===== src/core/ss_pkg.sv =====
// Shared constants, types and decode functions of the stop sequencer.
// Assumes a 32-bit AXI4-Lite register bus, one word per register index.
package ss_pkg;

  // ==========================================================
  // Register indices (byte address is four times the index)
  localparam logic [15:0] SS_IDX_INH = 16'h305A;
  localparam logic [15:0] SS_IDX_SLOW = 16'h3300;
  localparam logic [15:0] SS_IDX_CLIM = 16'h3301;
  localparam logic [15:0] SS_IDX_TLIM = 16'h3302;
  localparam logic [15:0] SS_IDX_AMP = 16'h3304;
  localparam logic [15:0] SS_IDX_BRK = 16'h3305;
  localparam logic [15:0] SS_IDX_STAT = 16'h3310;
  localparam logic [15:0] SS_IDX_QS = 16'h605A;
  localparam logic [15:0] SS_IDX_SD = 16'h605B;
  localparam logic [15:0] SS_IDX_DIS = 16'h605C;
  localparam logic [15:0] SS_IDX_QSDEC = 16'h6085;
  localparam int SS_IDX_LSB = 2;
  localparam int SS_IDX_MSB = 17;

  // ==========================================================
  // Reset values
  localparam logic [15:0] SS_RST_INH = 16'h0001;
  localparam logic [31:0] SS_RST_SLOW = 32'h0000_0000;
  localparam logic [15:0] SS_RST_CLIM = 16'h03E8;
  localparam logic [15:0] SS_RST_TLIM = 16'h03E8;
  localparam logic [15:0] SS_RST_AMP = 16'h0000;
  localparam logic [15:0] SS_RST_BRK = 16'h0000;
  localparam logic [15:0] SS_RST_QS = 16'h0001;
  localparam logic [15:0] SS_RST_SD = 16'h0000;
  localparam logic [15:0] SS_RST_DIS = 16'h0001;
  localparam logic [31:0] SS_RST_QSDEC = 32'h0020_0000;

  // ==========================================================
  // Stop kinds, loops, states and AXI responses
  typedef enum logic [1:0] {
    SS_KIND_NONE = 2'h0,
    SS_KIND_SLOW = 2'h1,
    SS_KIND_QUICK = 2'h2,
    SS_KIND_CLIM = 2'h3
  } ss_kind_t;

  typedef enum logic [1:0] {
    SS_LOOP_POS = 2'h0,
    SS_LOOP_SPEED = 2'h1,
    SS_LOOP_VEL = 2'h2
  } ss_loop_t;

  typedef enum logic [4:0] {
    SS_ST_OFF = 5'h01,
    SS_ST_RUN = 5'h02,
    SS_ST_RAMP = 5'h04,
    SS_ST_CLAMP = 5'h08,
    SS_ST_HOLD = 5'h10
  } ss_state_t;

  localparam logic [1:0] SS_RESP_OKAY = 2'h0;
  localparam logic [1:0] SS_RESP_SLVERR = 2'h2;
  localparam logic [2:0] SS_HOLD_BIT = 3'h4;

  // ==========================================================
  // Carriers
  typedef struct packed {
    logic en;
    logic [15:0] idx;
    logic [31:0] data;
    logic [3:0] strb;
  } ss_wr_t;

  typedef struct packed {
    ss_kind_t kind;
    logic hold;
  } ss_stop_t;

  // Option code to stop kind; bit 2 with a nonzero kind (codes 5..7) selects staying in quick-stop
  function automatic ss_stop_t ss_decode(input logic [15:0] code);
    ss_stop_t s;
    s.kind = ss_kind_t'(code[1:0]);
    s.hold = (code[2:0] > SS_HOLD_BIT) && (code[15:3] == 13'h0000);
    if (code[15:2] != 14'h0000 && !s.hold) begin
      s.kind = SS_KIND_NONE;
    end
    return s;
  endfunction : ss_decode

  // Legal codes: 0..3 always, 5..7 only where quick-stop hold exists
  function automatic logic ss_code_ok(input logic [15:0] code,
                                      input logic with_hold);
    return (code[15:2] == 14'h0000) ||
           (with_hold && code[15:3] == 13'h0000 && code[2:0] > SS_HOLD_BIT);
  endfunction : ss_code_ok

  // Byte-lane merge of write data into an old value
  function automatic logic [31:0] ss_merge(input logic [31:0] old,
                                           input logic [31:0] data,
                                           input logic [3:0] strb);
    logic [31:0] m;
    m = old;
    for (int i = 0; i < 4; i++) begin
      if (strb[i]) begin
        m[i*8 +: 8] = data[i*8 +: 8];
      end
    end
    return m;
  endfunction : ss_merge

endpackage : ss_pkg


===== src/core/ss_stop_seq.sv =====
// Stop sequencer of a servo drive: picks and drives the stop profile.
// Assumes drive state machine transitions arrive as one-cycle pulses,
// speeds as signed synchronous words, and an AXI4-Lite master.
//
// The AXI4-Lite register port was decided locally.
`timescale 1ns/1ps
`default_nettype none
module ss_stop_seq
  import ss_pkg::*;
(
  input wire logic aclk,
  input wire logic aresetn,
  input wire logic [31:0] awaddr,
  input wire logic awvalid,
  output logic awready,
  input wire logic [31:0] wdata,
  input wire logic [3:0] wstrb,
  input wire logic wvalid,
  output logic wready,
  output logic [1:0] bresp,
  output logic bvalid,
  input wire logic bready,
  input wire logic [31:0] araddr,
  input wire logic arvalid,
  output logic arready,
  output logic [31:0] rdata,
  output logic [1:0] rresp,
  output logic rvalid,
  input wire logic rready,
  input wire logic enable_cmd,
  input wire logic qs_trans,
  input wire logic dis_trans,
  input wire logic sd_trans,
  input wire logic limit_sw,
  input wire logic inhibit_phys_input,
  input wire logic [31:0] ref_speed,
  input wire logic [31:0] motor_speed,
  output logic drive_en_r,
  output logic quick_stop_r,
  output logic stop_active_r,
  output ss_loop_t loop_sel_r,
  output logic [31:0] speed_sp_r,
  output logic cur_clamp_r,
  output logic [15:0] cur_limit_r
);

  // ==========================================================
  // Bus front end
  ss_wr_t wr;
  logic wr_ok;
  logic [31:0] rd_data;
  logic rd_ok;

  ss_axil_slave u_slave (
    .aclk(aclk),
    .aresetn(aresetn),
    .awaddr(awaddr),
    .awvalid(awvalid),
    .awready(awready),
    .wdata(wdata),
    .wstrb(wstrb),
    .wvalid(wvalid),
    .wready(wready),
    .bresp(bresp),
    .bvalid(bvalid),
    .bready(bready),
    .arvalid(arvalid),
    .arready(arready),
    .rdata(rdata),
    .rresp(rresp),
    .rvalid(rvalid),
    .rready(rready),
    .wr(wr),
    .wr_ok(wr_ok),
    .rd_data(rd_data),
    .rd_ok(rd_ok)
  );

  // ==========================================================
  // Configuration registers
  logic [15:0] inh_sel_r;
  logic [31:0] slow_ramp_r;
  logic [15:0] clim_r;
  logic [15:0] tlim_r;
  logic [15:0] amp_r;
  logic [15:0] brk_r;
  logic [15:0] qs_sel_r;
  logic [15:0] sd_sel_r;
  logic [15:0] dis_sel_r;
  logic [31:0] qs_dec_r;
  ss_state_t state_r;
  ss_kind_t kind_r;
  logic hold_r;

  // Write decode; merged values prepared for the code checks
  wire logic [31:0] wr_mrg = ss_merge(32'h0000_0000, wr.data, wr.strb);
  wire logic w_inh = wr.en && wr.idx == SS_IDX_INH;
  wire logic w_slow = wr.en && wr.idx == SS_IDX_SLOW;
  wire logic w_clim = wr.en && wr.idx == SS_IDX_CLIM;
  wire logic w_tlim = wr.en && wr.idx == SS_IDX_TLIM;
  wire logic w_amp = wr.en && wr.idx == SS_IDX_AMP;
  wire logic w_brk = wr.en && wr.idx == SS_IDX_BRK;
  wire logic w_qs = wr.en && wr.idx == SS_IDX_QS;
  wire logic w_sd = wr.en && wr.idx == SS_IDX_SD;
  wire logic w_dis = wr.en && wr.idx == SS_IDX_DIS;
  wire logic w_qsdec = wr.en && wr.idx == SS_IDX_QSDEC;
  wire logic [15:0] m_inh = 16'(ss_merge({16'h0000, inh_sel_r}, wr.data,
                                         wr.strb));
  wire logic [15:0] m_qs = 16'(ss_merge({16'h0000, qs_sel_r}, wr.data,
                                        wr.strb));
  wire logic [15:0] m_sd = 16'(ss_merge({16'h0000, sd_sel_r}, wr.data,
                                        wr.strb));
  wire logic [15:0] m_dis = 16'(ss_merge({16'h0000, dis_sel_r}, wr.data,
                                         wr.strb));
  // Out-of-range codes are refused with an error, old value kept
  wire logic ok_inh = ss_code_ok(m_inh, 1'b0);
  wire logic ok_qs = ss_code_ok(m_qs, 1'b1);
  wire logic ok_sd = ss_code_ok(m_sd, 1'b0);
  wire logic ok_dis = ss_code_ok(m_dis, 1'b0);
  wire logic hit_w = w_inh | w_slow | w_clim | w_tlim | w_amp | w_brk |
                     w_qs | w_sd | w_dis | w_qsdec;
  wire logic bad_w = (w_inh && !ok_inh) || (w_qs && !ok_qs) ||
                     (w_sd && !ok_sd) || (w_dis && !ok_dis);
  // Address bits above the index are ignored, so aliases of a register
  // answer too; cheaper than a full compare on every access
  assign wr_ok = hit_w && !bad_w;

  // Stored only when legal; merging keeps untouched lanes
  always_ff @(posedge aclk) begin
    if (!aresetn) begin
      inh_sel_r <= SS_RST_INH;
      slow_ramp_r <= SS_RST_SLOW;
      clim_r <= SS_RST_CLIM;
      tlim_r <= SS_RST_TLIM;
      amp_r <= SS_RST_AMP;
      brk_r <= SS_RST_BRK;
      qs_sel_r <= SS_RST_QS;
      sd_sel_r <= SS_RST_SD;
      dis_sel_r <= SS_RST_DIS;
      qs_dec_r <= SS_RST_QSDEC;
    end else begin
      if (w_inh && ok_inh) inh_sel_r <= m_inh;
      if (w_slow) slow_ramp_r <= ss_merge(slow_ramp_r, wr.data, wr.strb);
      if (w_clim) clim_r <= 16'(ss_merge({16'h0000, clim_r}, wr.data,
                                         wr.strb));
      if (w_tlim) tlim_r <= wr_mrg[15:0] | (tlim_r & ~{{8{wr.strb[1]}},
                                                      {8{wr.strb[0]}}});
      if (w_amp) amp_r <= 16'(ss_merge({16'h0000, amp_r}, wr.data,
                                       wr.strb));
      if (w_brk) brk_r <= 16'(ss_merge({16'h0000, brk_r}, wr.data,
                                       wr.strb));
      if (w_qs && ok_qs) qs_sel_r <= m_qs;
      if (w_sd && ok_sd) sd_sel_r <= m_sd;
      if (w_dis && ok_dis) dis_sel_r <= m_dis;
      if (w_qsdec) qs_dec_r <= ss_merge(qs_dec_r, wr.data, wr.strb);
    end
  end

  // ==========================================================
  // Read decode; status word shows the sequencer's own state
  wire logic [15:0] rd_idx = araddr[SS_IDX_MSB:SS_IDX_LSB];
  // Status: [4:0] state, [6:5] kind, [7] hold, [8] enable, [9] inhibit,
  // [10] limit switch; read only, so a write to it answers with an error
  wire logic [31:0] stat_word = {21'h0, limit_sw, inhibit_phys_input,
                                 drive_en_r, hold_r, kind_r, state_r};
  always_comb begin
    rd_ok = 1'b1;
    case (rd_idx)
      SS_IDX_INH: rd_data = {16'h0000, inh_sel_r};
      SS_IDX_SLOW: rd_data = slow_ramp_r;
      SS_IDX_CLIM: rd_data = {16'h0000, clim_r};
      SS_IDX_TLIM: rd_data = {16'h0000, tlim_r};
      SS_IDX_AMP: rd_data = {16'h0000, amp_r};
      SS_IDX_BRK: rd_data = {16'h0000, brk_r};
      SS_IDX_QS: rd_data = {16'h0000, qs_sel_r};
      SS_IDX_SD: rd_data = {16'h0000, sd_sel_r};
      SS_IDX_DIS: rd_data = {16'h0000, dis_sel_r};
      SS_IDX_QSDEC: rd_data = qs_dec_r;
      SS_IDX_STAT: rd_data = stat_word;
      default: begin
        rd_data = 32'h0000_0000;
        rd_ok = 1'b0;
      end
    endcase
  end

  // ==========================================================
  // Trigger selection: each transition reads its own register
  ss_stop_t sel;
  logic trig;
  // Limit switch is a level: still high after a stop, it stops again
  always_comb begin
    trig = 1'b1;
    if (limit_sw) begin
      sel = '{kind: SS_KIND_SLOW, hold: 1'b0};
    end else if (qs_trans) begin
      sel = ss_decode(qs_sel_r);
    end else if (dis_trans) begin
      sel = ss_decode(dis_sel_r);
    end else if (sd_trans) begin
      sel = ss_decode(sd_sel_r);
    end else begin
      sel = '{kind: SS_KIND_NONE, hold: 1'b0};
      trig = 1'b0;
    end
  end

  // ==========================================================
  // Ramp arithmetic: setpoint magnitude shrinks by one step a cycle
  wire logic is_quick = kind_r == SS_KIND_QUICK;
  wire logic [31:0] decel = is_quick ? qs_dec_r
                                     : slow_ramp_r;
  wire logic sp_neg = speed_sp_r[31];
  wire logic [31:0] sp_abs = sp_neg ? 32'(-speed_sp_r) : speed_sp_r;
  wire logic sp_last = sp_abs <= decel;
  wire logic [31:0] sp_step = sp_neg ? 32'(speed_sp_r + decel)
                                     : 32'(speed_sp_r - decel);
  wire logic motor_still = motor_speed == 32'h0000_0000;
  wire logic ramp_done = motor_still && speed_sp_r == 32'h0000_0000;

  // ==========================================================
  // Sequencer state
  ss_state_t state_nxt;
  always_comb begin
    state_nxt = state_r;
    case (state_r)
      SS_ST_OFF: begin
        if (enable_cmd) state_nxt = SS_ST_RUN;
      end
      SS_ST_RUN, SS_ST_HOLD: begin
        if (trig) begin
          case (sel.kind)
            SS_KIND_SLOW, SS_KIND_QUICK: state_nxt = SS_ST_RAMP;
            SS_KIND_CLIM: state_nxt = SS_ST_CLAMP;
            default: state_nxt = SS_ST_OFF;
          endcase
        end else if (enable_cmd && state_r == SS_ST_HOLD) begin
          state_nxt = SS_ST_RUN;
        end
      end
      SS_ST_RAMP: begin
        if (ramp_done) state_nxt = hold_r ? SS_ST_HOLD : SS_ST_OFF;
      end
      SS_ST_CLAMP: begin
        // No setpoint here: besides inhibit, only the measured speed can end the clamp
        if (motor_still) begin
          state_nxt = hold_r ? SS_ST_HOLD : SS_ST_OFF;
        end
      end
      default: state_nxt = SS_ST_OFF;
    endcase
    // Inhibit overrides everything, option code not consulted
    if (inhibit_phys_input) state_nxt = SS_ST_OFF;
  end

  // A stop starts only from run or hold, and never against inhibit
  wire logic start_stop = (state_r == SS_ST_RUN || state_r == SS_ST_HOLD) &&
                          trig && sel.kind != SS_KIND_NONE &&
                          !inhibit_phys_input;

  // State, stop kind and follow-on choice
  always_ff @(posedge aclk) begin
    if (!aresetn) begin
      state_r <= SS_ST_OFF;
      kind_r <= SS_KIND_NONE;
      hold_r <= 1'b0;
    end else begin
      state_r <= state_nxt;
      if (start_stop) begin
        kind_r <= sel.kind;
        hold_r <= sel.hold;
      end else if (state_nxt == SS_ST_RUN || state_nxt == SS_ST_OFF) begin
        kind_r <= SS_KIND_NONE;
      end
    end
  end

  // ==========================================================
  // Loop, setpoint and current clamp outputs
  always_ff @(posedge aclk) begin
    if (!aresetn) begin
      loop_sel_r <= SS_LOOP_POS;
      speed_sp_r <= 32'h0000_0000;
      cur_clamp_r <= 1'b0;
      cur_limit_r <= SS_RST_CLIM;
    end else if (start_stop) begin
      case (sel.kind)
        SS_KIND_SLOW: begin
          loop_sel_r <= SS_LOOP_POS;
          speed_sp_r <= ref_speed;
        end
        SS_KIND_QUICK: begin
          loop_sel_r <= SS_LOOP_SPEED;
          speed_sp_r <= motor_speed;
        end
        default: begin
          loop_sel_r <= SS_LOOP_VEL;
          speed_sp_r <= 32'h0000_0000;
          cur_clamp_r <= 1'b1;
          cur_limit_r <= clim_r;
        end
      endcase
    end else if (state_r == SS_ST_RAMP) begin
      // Saturate at zero so the last step never overshoots
      speed_sp_r <= sp_last ? 32'h0000_0000 : sp_step;
    end else if (state_r != SS_ST_CLAMP) begin
      cur_clamp_r <= 1'b0;
      speed_sp_r <= 32'h0000_0000;
    end
  end

  // Drive enable, quick-stop hold and activity flags
  always_ff @(posedge aclk) begin
    if (!aresetn) begin
      drive_en_r <= 1'b0;
      quick_stop_r <= 1'b0;
      stop_active_r <= 1'b0;
    end else begin
      drive_en_r <= state_nxt != SS_ST_OFF;
      quick_stop_r <= state_nxt == SS_ST_HOLD;
      stop_active_r <= state_nxt == SS_ST_RAMP || state_nxt == SS_ST_CLAMP;
    end
  end

endmodule : ss_stop_seq
`default_nettype wire


===== src/core/ss_axil_slave.sv =====
// AXI4-Lite slave front end of the stop sequencer.
// Assumes the parent decodes the write and read index in the same cycle.
`timescale 1ns/1ps
`default_nettype none
module ss_axil_slave
  import ss_pkg::*;
(
  input wire logic aclk,
  input wire logic aresetn,
  input wire logic [31:0] awaddr,
  input wire logic awvalid,
  output logic awready,
  input wire logic [31:0] wdata,
  input wire logic [3:0] wstrb,
  input wire logic wvalid,
  output logic wready,
  output logic [1:0] bresp,
  output logic bvalid,
  input wire logic bready,
  input wire logic arvalid,
  output logic arready,
  output logic [31:0] rdata,
  output logic [1:0] rresp,
  output logic rvalid,
  input wire logic rready,
  output ss_wr_t wr,
  input wire logic wr_ok,
  input wire logic [31:0] rd_data,
  input wire logic rd_ok
);

  // ==========================================================
  // Write path
  logic aw_full_r;
  logic w_full_r;
  logic [15:0] aw_idx_r;
  logic [31:0] w_data_r;
  logic [3:0] w_strb_r;
  logic [1:0] bresp_r;
  logic bvalid_r;
  logic wr_go;

  // Both halves held and no answer pending: commit exactly once
  assign wr_go = aw_full_r && w_full_r && !bvalid_r;
  assign wr = '{en: wr_go, idx: aw_idx_r, data: w_data_r, strb: w_strb_r};
  assign awready = !aw_full_r;
  assign wready = !w_full_r;
  assign bvalid = bvalid_r;
  assign bresp = bresp_r;

  // Address and data may come in either order
  always_ff @(posedge aclk) begin
    if (!aresetn) begin
      aw_full_r <= 1'b0;
      w_full_r <= 1'b0;
      aw_idx_r <= 16'h0000;
      w_data_r <= 32'h0000_0000;
      w_strb_r <= 4'h0;
      bvalid_r <= 1'b0;
      bresp_r <= SS_RESP_OKAY;
    end else begin
      if (awvalid && !aw_full_r) begin
        aw_full_r <= 1'b1;
        aw_idx_r <= awaddr[SS_IDX_MSB:SS_IDX_LSB];
      end
      if (wvalid && !w_full_r) begin
        w_full_r <= 1'b1;
        w_data_r <= wdata;
        w_strb_r <= wstrb;
      end
      if (wr_go) begin
        bvalid_r <= 1'b1;
        bresp_r <= wr_ok ? SS_RESP_OKAY : SS_RESP_SLVERR;
        aw_full_r <= 1'b0;
        w_full_r <= 1'b0;
      end else if (bvalid_r && bready) begin
        bvalid_r <= 1'b0;
      end
    end
  end

  // ==========================================================
  // Read path: data sampled at the address handshake
  logic rvalid_r;
  logic [31:0] rdata_r;
  logic [1:0] rresp_r;

  assign arready = !rvalid_r;
  assign rvalid = rvalid_r;
  assign rdata = rdata_r;
  assign rresp = rresp_r;

  always_ff @(posedge aclk) begin
    if (!aresetn) begin
      rvalid_r <= 1'b0;
      rdata_r <= 32'h0000_0000;
      rresp_r <= SS_RESP_OKAY;
    end else if (arvalid && !rvalid_r) begin
      rvalid_r <= 1'b1;
      rdata_r <= rd_ok ? rd_data : 32'h0000_0000;
      rresp_r <= rd_ok ? SS_RESP_OKAY : SS_RESP_SLVERR;
    end else if (rvalid_r && rready) begin
      rvalid_r <= 1'b0;
    end
  end

endmodule : ss_axil_slave
`default_nettype wire


===== config.mk =====
export PLATFORM = sky130hd
export DESIGN_NAME = ss_stop_seq
export DESIGN_NICKNAME = d
export VERILOG_FILES = /design/src/core/ss_pkg.sv /design/src/core/ss_stop_seq.sv /design/src/core/ss_axil_slave.sv
export SDC_FILE = /design/constraint.sdc
export NUM_CORES = 1
export LEC_CHECK = 0
export BUFFER_PORTS_ARGS = -buffer_cell sky130_fd_sc_hd__buf_2
export CELL_PAD_IN_SITES_DETAIL_PLACEMENT = 1
export CELL_PAD_IN_SITES_GLOBAL_PLACEMENT = 2
export CORE_ASPECT_RATIO = 0.6
export CORE_UTILIZATION = 31
export CTS_BUF_LIST = sky130_fd_sc_hd__clkbuf_8 sky130_fd_sc_hd__clkbuf_16
export DETAILED_ROUTE_END_ITERATION = 16
export PLACE_DENSITY_LB_ADDON = 0.1
export SLEW_MARGIN = 20
export SYNTH_ARGS = -nofsm -noshare
export SYNTH_HDL_FRONTEND = slang
export SYNTH_HIERARCHICAL = 1
export SYNTH_SLANG_ARGS = --single-unit

===== constraint.sdc =====
create_clock -name aclk -period 5.2 [get_ports aclk]
set_input_delay 1.04 -clock aclk [delete_from_list [all_inputs] [get_ports aclk]]
set_output_delay 1.04 -clock aclk [all_outputs]
set_load 0.005 [all_outputs]

==> After elaboration in Yosys (flattened, before gate mapping) <==
Index checks and enable logic that the tools add are counted.
{ "word_totals": {"ff_bits": 346, "input_bits": 177} }
{ "op_classes": {"addsub": 3, "order_cmp": 5, "eq_ne": 39, "n_mux": 54, "n_bitwise": 14, "reduce_logical": 100} }
{ "ops": {"columns": ["operator", "count"], "rows": [
  ["$pmux W32 S11", 1],
  ["$mux W32", 8],
  ["$eq A16 B14 Y1 const B", 13],
  ["$eq A16 B15 Y1 const B", 8],
  ["$mux W8", 10],
  ["$logic_not A32 Y1", 2],
  ["$pmux W32 S2", 1],
  ["$logic_not A14 Y1", 4],
  ["$logic_not A13 Y1", 4],
  ["$reduce_bool A14 Y1", 3],
  ["$logic_and A1 B1 Y1", 38],
  ["$reduce_and A2 Y1", 18],
  ["$mux W5", 7],
  ["$add A32 B32 Y32", 1],
  ["$le A32 B32 Y1", 1],
  ["$neg A32 Y32", 1],
  ["$sub A32 B32 Y32", 1],
  ["$pmux W5 S4", 1],
  ["$and A16 B16 Y16", 1],
  ["$not A16 Y16", 1],
  ["$or A16 B16 Y16", 1],
  ["$mux W2", 7],
  ["$logic_not A1 Y1", 13],
  ["$mux W1", 13],
  ["other kinds (22)", 57]
]} }

==> Logic depth before layout (Yosys ltp) <==
{ "depth": {"depth_word": 19, "mapped_depth": 23, "ltp_nobuf": 19} }

==> Modules after synthesis <==
The synthesis kept the hierarchy.
{ "modules_own_cells": {"columns": ["mod", "instances", "cells_each", "area_each_um2"], "rows": [
  ["ss_stop_seq", 1, 1851, 14834.2],
  ["ss_axil_slave", 1, 402, 3697.3]
]} }

==> Worst setup path after synthesis <==
Ideal clock, no wire load.
{ "synth_path": {"path_kind": "register to register", "from": "reg kind_r[1]", "to": "reg speed_sp_r[29]", "arrival_ps": 5437, "required_ps": 5070, "setup_slack_ps": -368, "stages_incl_launch_ff": 24, "n_path_buf": 4, "synth_period_minus_slack_ps": 5568, "cell_sequence": "dfxtp_1 > nor2b_1 > buf_2 > clkbuf_1 > buf_2 > buf_1 > mux2i_1 > ha_1 > nand3_1 > nor4_1 > and3_1 > and2_1 > a21oi_1 > xnor2_1 > ha_1 > a21o_1 > a21o_1 > a32o_1 > a211o_1 > a21oi_1 > o21ai_0 > o22ai_1 > xor2_1 > o22ai_1"} }
{ "synth_via": {"elab_chain_cells": 7, "word_cells_on_any_way": 9, "cone_classes": "2 x add/sub; 1 x order compare; 1 x eq/ne; 5 x mux"} }
{ "synth_lines": {"columns": ["element", "line_no", "source"], "rows": [
  ["from (decl)", "ss_stop_seq.sv:92", "ss_kind_t kind_r;"],
  ["from (signal assigned)", "ss_stop_seq.sv:270", "kind_r <= sel.kind;"],
  ["$eq A2 B2 Y1 *", "ss_stop_seq.sv:210", "wire logic is_quick = kind_r == SS_KIND_QUICK;"],
  ["$mux W32 *", "ss_stop_seq.sv:211", "wire logic [31:0] decel = is_quick ? qs_dec_r"],
  ["$sub A32 B32 Y32 / $add A32 B32 Y32 (equally long branches)", "ss_stop_seq.sv:217, ss_stop_seq.sv:216", null],
  ["$mux W32", "ss_stop_seq.sv:216", "wire logic [31:0] sp_step = sp_neg ? 32'(speed_sp_r + decel)"],
  ["$mux W32 *", "ss_stop_seq.sv:305", "speed_sp_r <= sp_last ? 32'h0000_0000 : sp_step;"],
  ["$mux W32 *", "ss_stop_seq.sv:303", "end else if (state_r == SS_ST_RAMP) begin"],
  ["$mux W32 *", "ss_stop_seq.sv:286", "end else if (start_stop) begin"],
  ["to (signal assigned)", "ss_stop_seq.sv:290", "speed_sp_r <= ref_speed;"],
  ["to (signal assigned)", "ss_stop_seq.sv:294", "speed_sp_r <= motor_speed;"],
  ["to (signal assigned)", "ss_stop_seq.sv:305", null],
  ["to (decl)", "ss_stop_seq.sv:42", "output logic [31:0] speed_sp_r,"]
]} }
Mark *: on every way between the ends. The rest lies on a longest branch, timed or not.
A chain may end at the register's enable or synchronous reset.

==> Final worst setup path <==
{ "layout_path": {"from": "reg speed_sp_r[14]", "to": "reg speed_sp_r[5]"} }
{ "layout_via": {"elab_chain_cells": 6} }
{ "layout_lines": {"columns": ["element", "line_no", "source"], "rows": [
  ["$neg A32 Y32", "ss_stop_seq.sv:214", "wire logic [31:0] sp_abs = sp_neg ? 32'(-speed_sp_r) : speed_sp_r;"],
  ["$mux W32 *", "ss_stop_seq.sv:214", null],
  ["$le A32 B32 Y1 *", "ss_stop_seq.sv:215", "wire logic sp_last = sp_abs <= decel;"],
  ["$mux W32 *", "ss_stop_seq.sv:305", null],
  ["$mux W32 *", "ss_stop_seq.sv:303", null],
  ["$mux W32 *", "ss_stop_seq.sv:286", null]
]} }
Marks and branches as above.

==> flow_summary.ini <==
[synthesis]
ys_ff_latch = 344
synthMuxAreaShare = 0.0351
synthXorXnorAreaFrac = 0.0406
synth_flop_cell = dfxtp_1
synth_cell_type_count = 86
synth_edf_count = 0
synth.area.top_cells = dfxtp_1 (37%), nand2_1 (9.4%), a21oi_1 (5.1%)
synth_largest_area_cell = dfxtp_1
yosysMostFrequentCell = nand2_1
synth_top_family_by_area = simple AND/OR/NAND/NOR gates
avgSynthCellArea_um2 = 8.23
netlist_area_mm2 = 0.0185
synth-warning-count = 6
ys_async_sr_fraction = 0
synth_common_cells = nand2_1 (462), dfxtp_1 (344), a21oi_1 (189)
synth_top_area_frac = 0.372
synthCells = 2253
seq_area_frac_synth = 0.372
synth_compound_area_frac = 0.223
synthSimpleGateAreaFrac = 0.239
yosys.area_share.adder = 0.0477

[flow_run]
max_cap_viol_count = 0

[worst_hold_path]
hp-start = u_slave/rdata[2]
hold_end = u_slave/rdata[2]
hold_class = reg2reg
hold_depth = 2

[pwr]
combPwrFrac = 0.053
leakagePower_uw = 0.00892
p_clk_frac = 0.488
ir_worst_vdd_mv = 0.170
seqPwrFrac = 0.459
switching_share = 0.246
pwr_density_cell_mw_per_mm2 = 269
intPower_uw = 4470
p_sw_uw = 1460

[detailed_routing]
totalWireLength_um = 74500
routedWlPerCell_um = 22.8
via_count = 18037
postRouteAntennaNets = 0
drc = 0
drt_iter0_drc = 1534
vias_per_cell = 5.53
dr.pass1.iters = 8

[clock_tree]
cts_setup_buffers = 0
numCtsBuffers = 38
path_clk_slew_ns = 0.06
htreeDepth = 2
clock-root-buffer = clkbuf_16
clkLatencyLatePin_ns = 0.55
cts_buffer_depth = 3
cts_sinks = 344
cts_tree = done

[placed_design]
io_buffers = 237
routabilityCongestion = 0.905
dp_hpwl_um = 57100
dp_slack_ns = 0.144

[timing]
setup_viol = 0
worstMarginPinSlew_ns = 1.16
fin_skew_ns = 0.0132
period_minus_slack_ns = 4.98
hold_violations = 0
finalCritPeriodShare = 0.958
finalSetupTns_ns = 0
rsz0062_at_grt = no
fin_ws_ns = 0.218
maxSlewHeadroom = 0.228
maxSlewViolCount = 0
fmax_mhz = 201

[final_layout]
diodes = 0
area_delta_synth_final_pct = 19.0
final_layout_size_suffix_gt1_frac = 0.185
nNetsFinal = 2715

[global_routing]
first_global_vias = 17923
antenna_found_initial = 3
grt_pass1_wl_um = 113000
overflow = 0
grt_usage = 0.240
grt_max_degree = 156

[floorplan]
initial_core_util = 0.318
die-area_mm2 = 0.0608
ioPinCount = 272
die-width_um = 318
num_rows = 68
die_h_um = 191
core-area_mm2 = 0.0583

[worst_setup_path]
end_kind = flop
crit_fanout = 24
critPathArrivalTime_ns = 5.38
r2r-end = speed_sp_r[5]
r2r_setup_slack_ns = 0.22
critical_path_class = reg2reg
r2r_start = speed_sp_r[14]
reg2regPathDepth = 16
cp.required_ns = 5.60
startpoint_type = flop

[outcome]
status = finished, final reports clean
[repair_timing]
item | in CTS | in global routing
resized for setup | 0 | 8
setup endpoints to repair | 0 | 13
hold buffers | 0 | 0
[cell families (layout without fill, tap and decap cells)]
kind of cell / Yosys count / in the layout
and+or+nand+nor: 935 / 935
other: 1 / 2
DFF: 344 / 344
muxes: 65 / 65
xor gates and xnor gates: 86 / 86
adders and majority gates: 70 / 70
AOI/OAI and AO/OA: 581 / 581
buffers and inverters: 171 / 411
[per-layer routing]
layer	routed length (um)	global-route usage	vias to the layer above
li1	-	-	8535
met2	30300	0.349	440
met1	39600	0.375	8996
met4	995	0.0383	2
met5	10	0	-
met3	3640	0.0282	64
[power by group through the flow]
stage	Sequential [uW]	Clock, uW	Combinational (uW)
after floorplan	2750	0	197
after CTS	2720	2960	319
final	2720	2890	317
after global routing	2720	3080	347
after detailed placement	2780	0	317
after global placement	2780	0	308
[state kept, by name, summed over array words and instances (netlist names), 2 cells and up, named ones only]
signal	count
loop_sel_r	2
qs_sel_r	16
sd_sel_r	16
u_slave/aw_idx_r	16
u_slave/w_data_r	32
u_slave/rdata	32
qs_dec_r	32
u_slave/w_strb_r	4
state_r	5
speed_sp_r	32
dis_sel_r	16
brk_r	16
cur_limit_r	16
amp_r	16
slow_ramp_r	32
inh_sel_r	16
clim_r	16
kind_r	2
[critical path: stages, from the launching register on]
cell	delay (ns)
dfxtp_1	0.32
or4_4	0.58
or4_4	0.46
or4_4	0.48
or3_4	0.41
o31ai_1	0.31
xnor2_1	0.11
ha_1	0.34
a21o_1	0.19
a21o_1	0.17
a21oi_1	0.17
o21ai_0	0.25
a211oi_1	0.33
a21oi_2	0.13
buf_12	0.19
a222oi_1	0.30
nor2_1	0.08
[area by class of cell]
cell class	instances	area, um^2
tap	770	963
inverter	28	108
clock buffer	44	1040
sequential	344	6890
clock inverter	22	265
fill	6906	36200
timing repair buffer	317	1820
multi-input combinational	1739	11000
[layout by cell type (no fill, tap or decap), types with 15 or more instances in the layout]
cell type / Yosys / final
inv_1: 28 / 33
a221oi_1: 15 / 15
a21boi_2: 26 / 26
a22o_1: 48 / 48
nor2_1: 128 / 126
xnor2_1: 73 / 73
a222oi_1: 39 / 39
a22oi_1: 37 / 37
mux2i_1: 65 / 63
dfxtp_1: 344 / 342
clkbuf_16: 0 / 39
a21oi_1: 189 / 188
nand4_1: 20 / 20
nand2_1: 462 / 462
o21ai_0: 37 / 36
nor4_1: 31 / 28
buf_2: 7 / 236
buf_4: 9 / 78
nor3_1: 34 / 31
and2_1: 42 / 42
ha_1: 69 / 68
a21boi_0: 15 / 15
nand3_1: 69 / 69
a21boi_1: 45 / 45
and3_1: 42 / 41
a21o_1: 21 / 21
[worst max path at each step]
stage,cells after the start,startpoint,end
floorplan,23,kind_r[1],speed_sp_r[29]
global placement,21,kind_r[1],speed_sp_r[31]
detailed placement,19,kind_r[1],speed_sp_r[30]
CTS,19,kind_r[1],speed_sp_r[30]
global route,21,kind_r[1],speed_sp_r[31]
finish,16,speed_sp_r[14],speed_sp_r[5]
[through the flow]
stage | std cells | power [uW] | hold WS, ns | area (um^2) | utilization
6_report | 3264 | 5930 | 0.454 | 22000 | 0.378
5_1_grt | 3264 | 6150 | 0.466 | 22000 | 0.378
4_1_cts | 3264 | 6000 | 0.458 | 22000 | 0.378
3_5_place_dp | 3198 | 3100 | 0.448 | 20700 | 0.355
3_3_place_gp | 3198 | 3090 | 0.440 | 20700 | 0.355
2_1_floorplan | 2254 | 2940 | 0.431 | 18500 | -
Note: power is estimated with default switching activity, not from simulation.
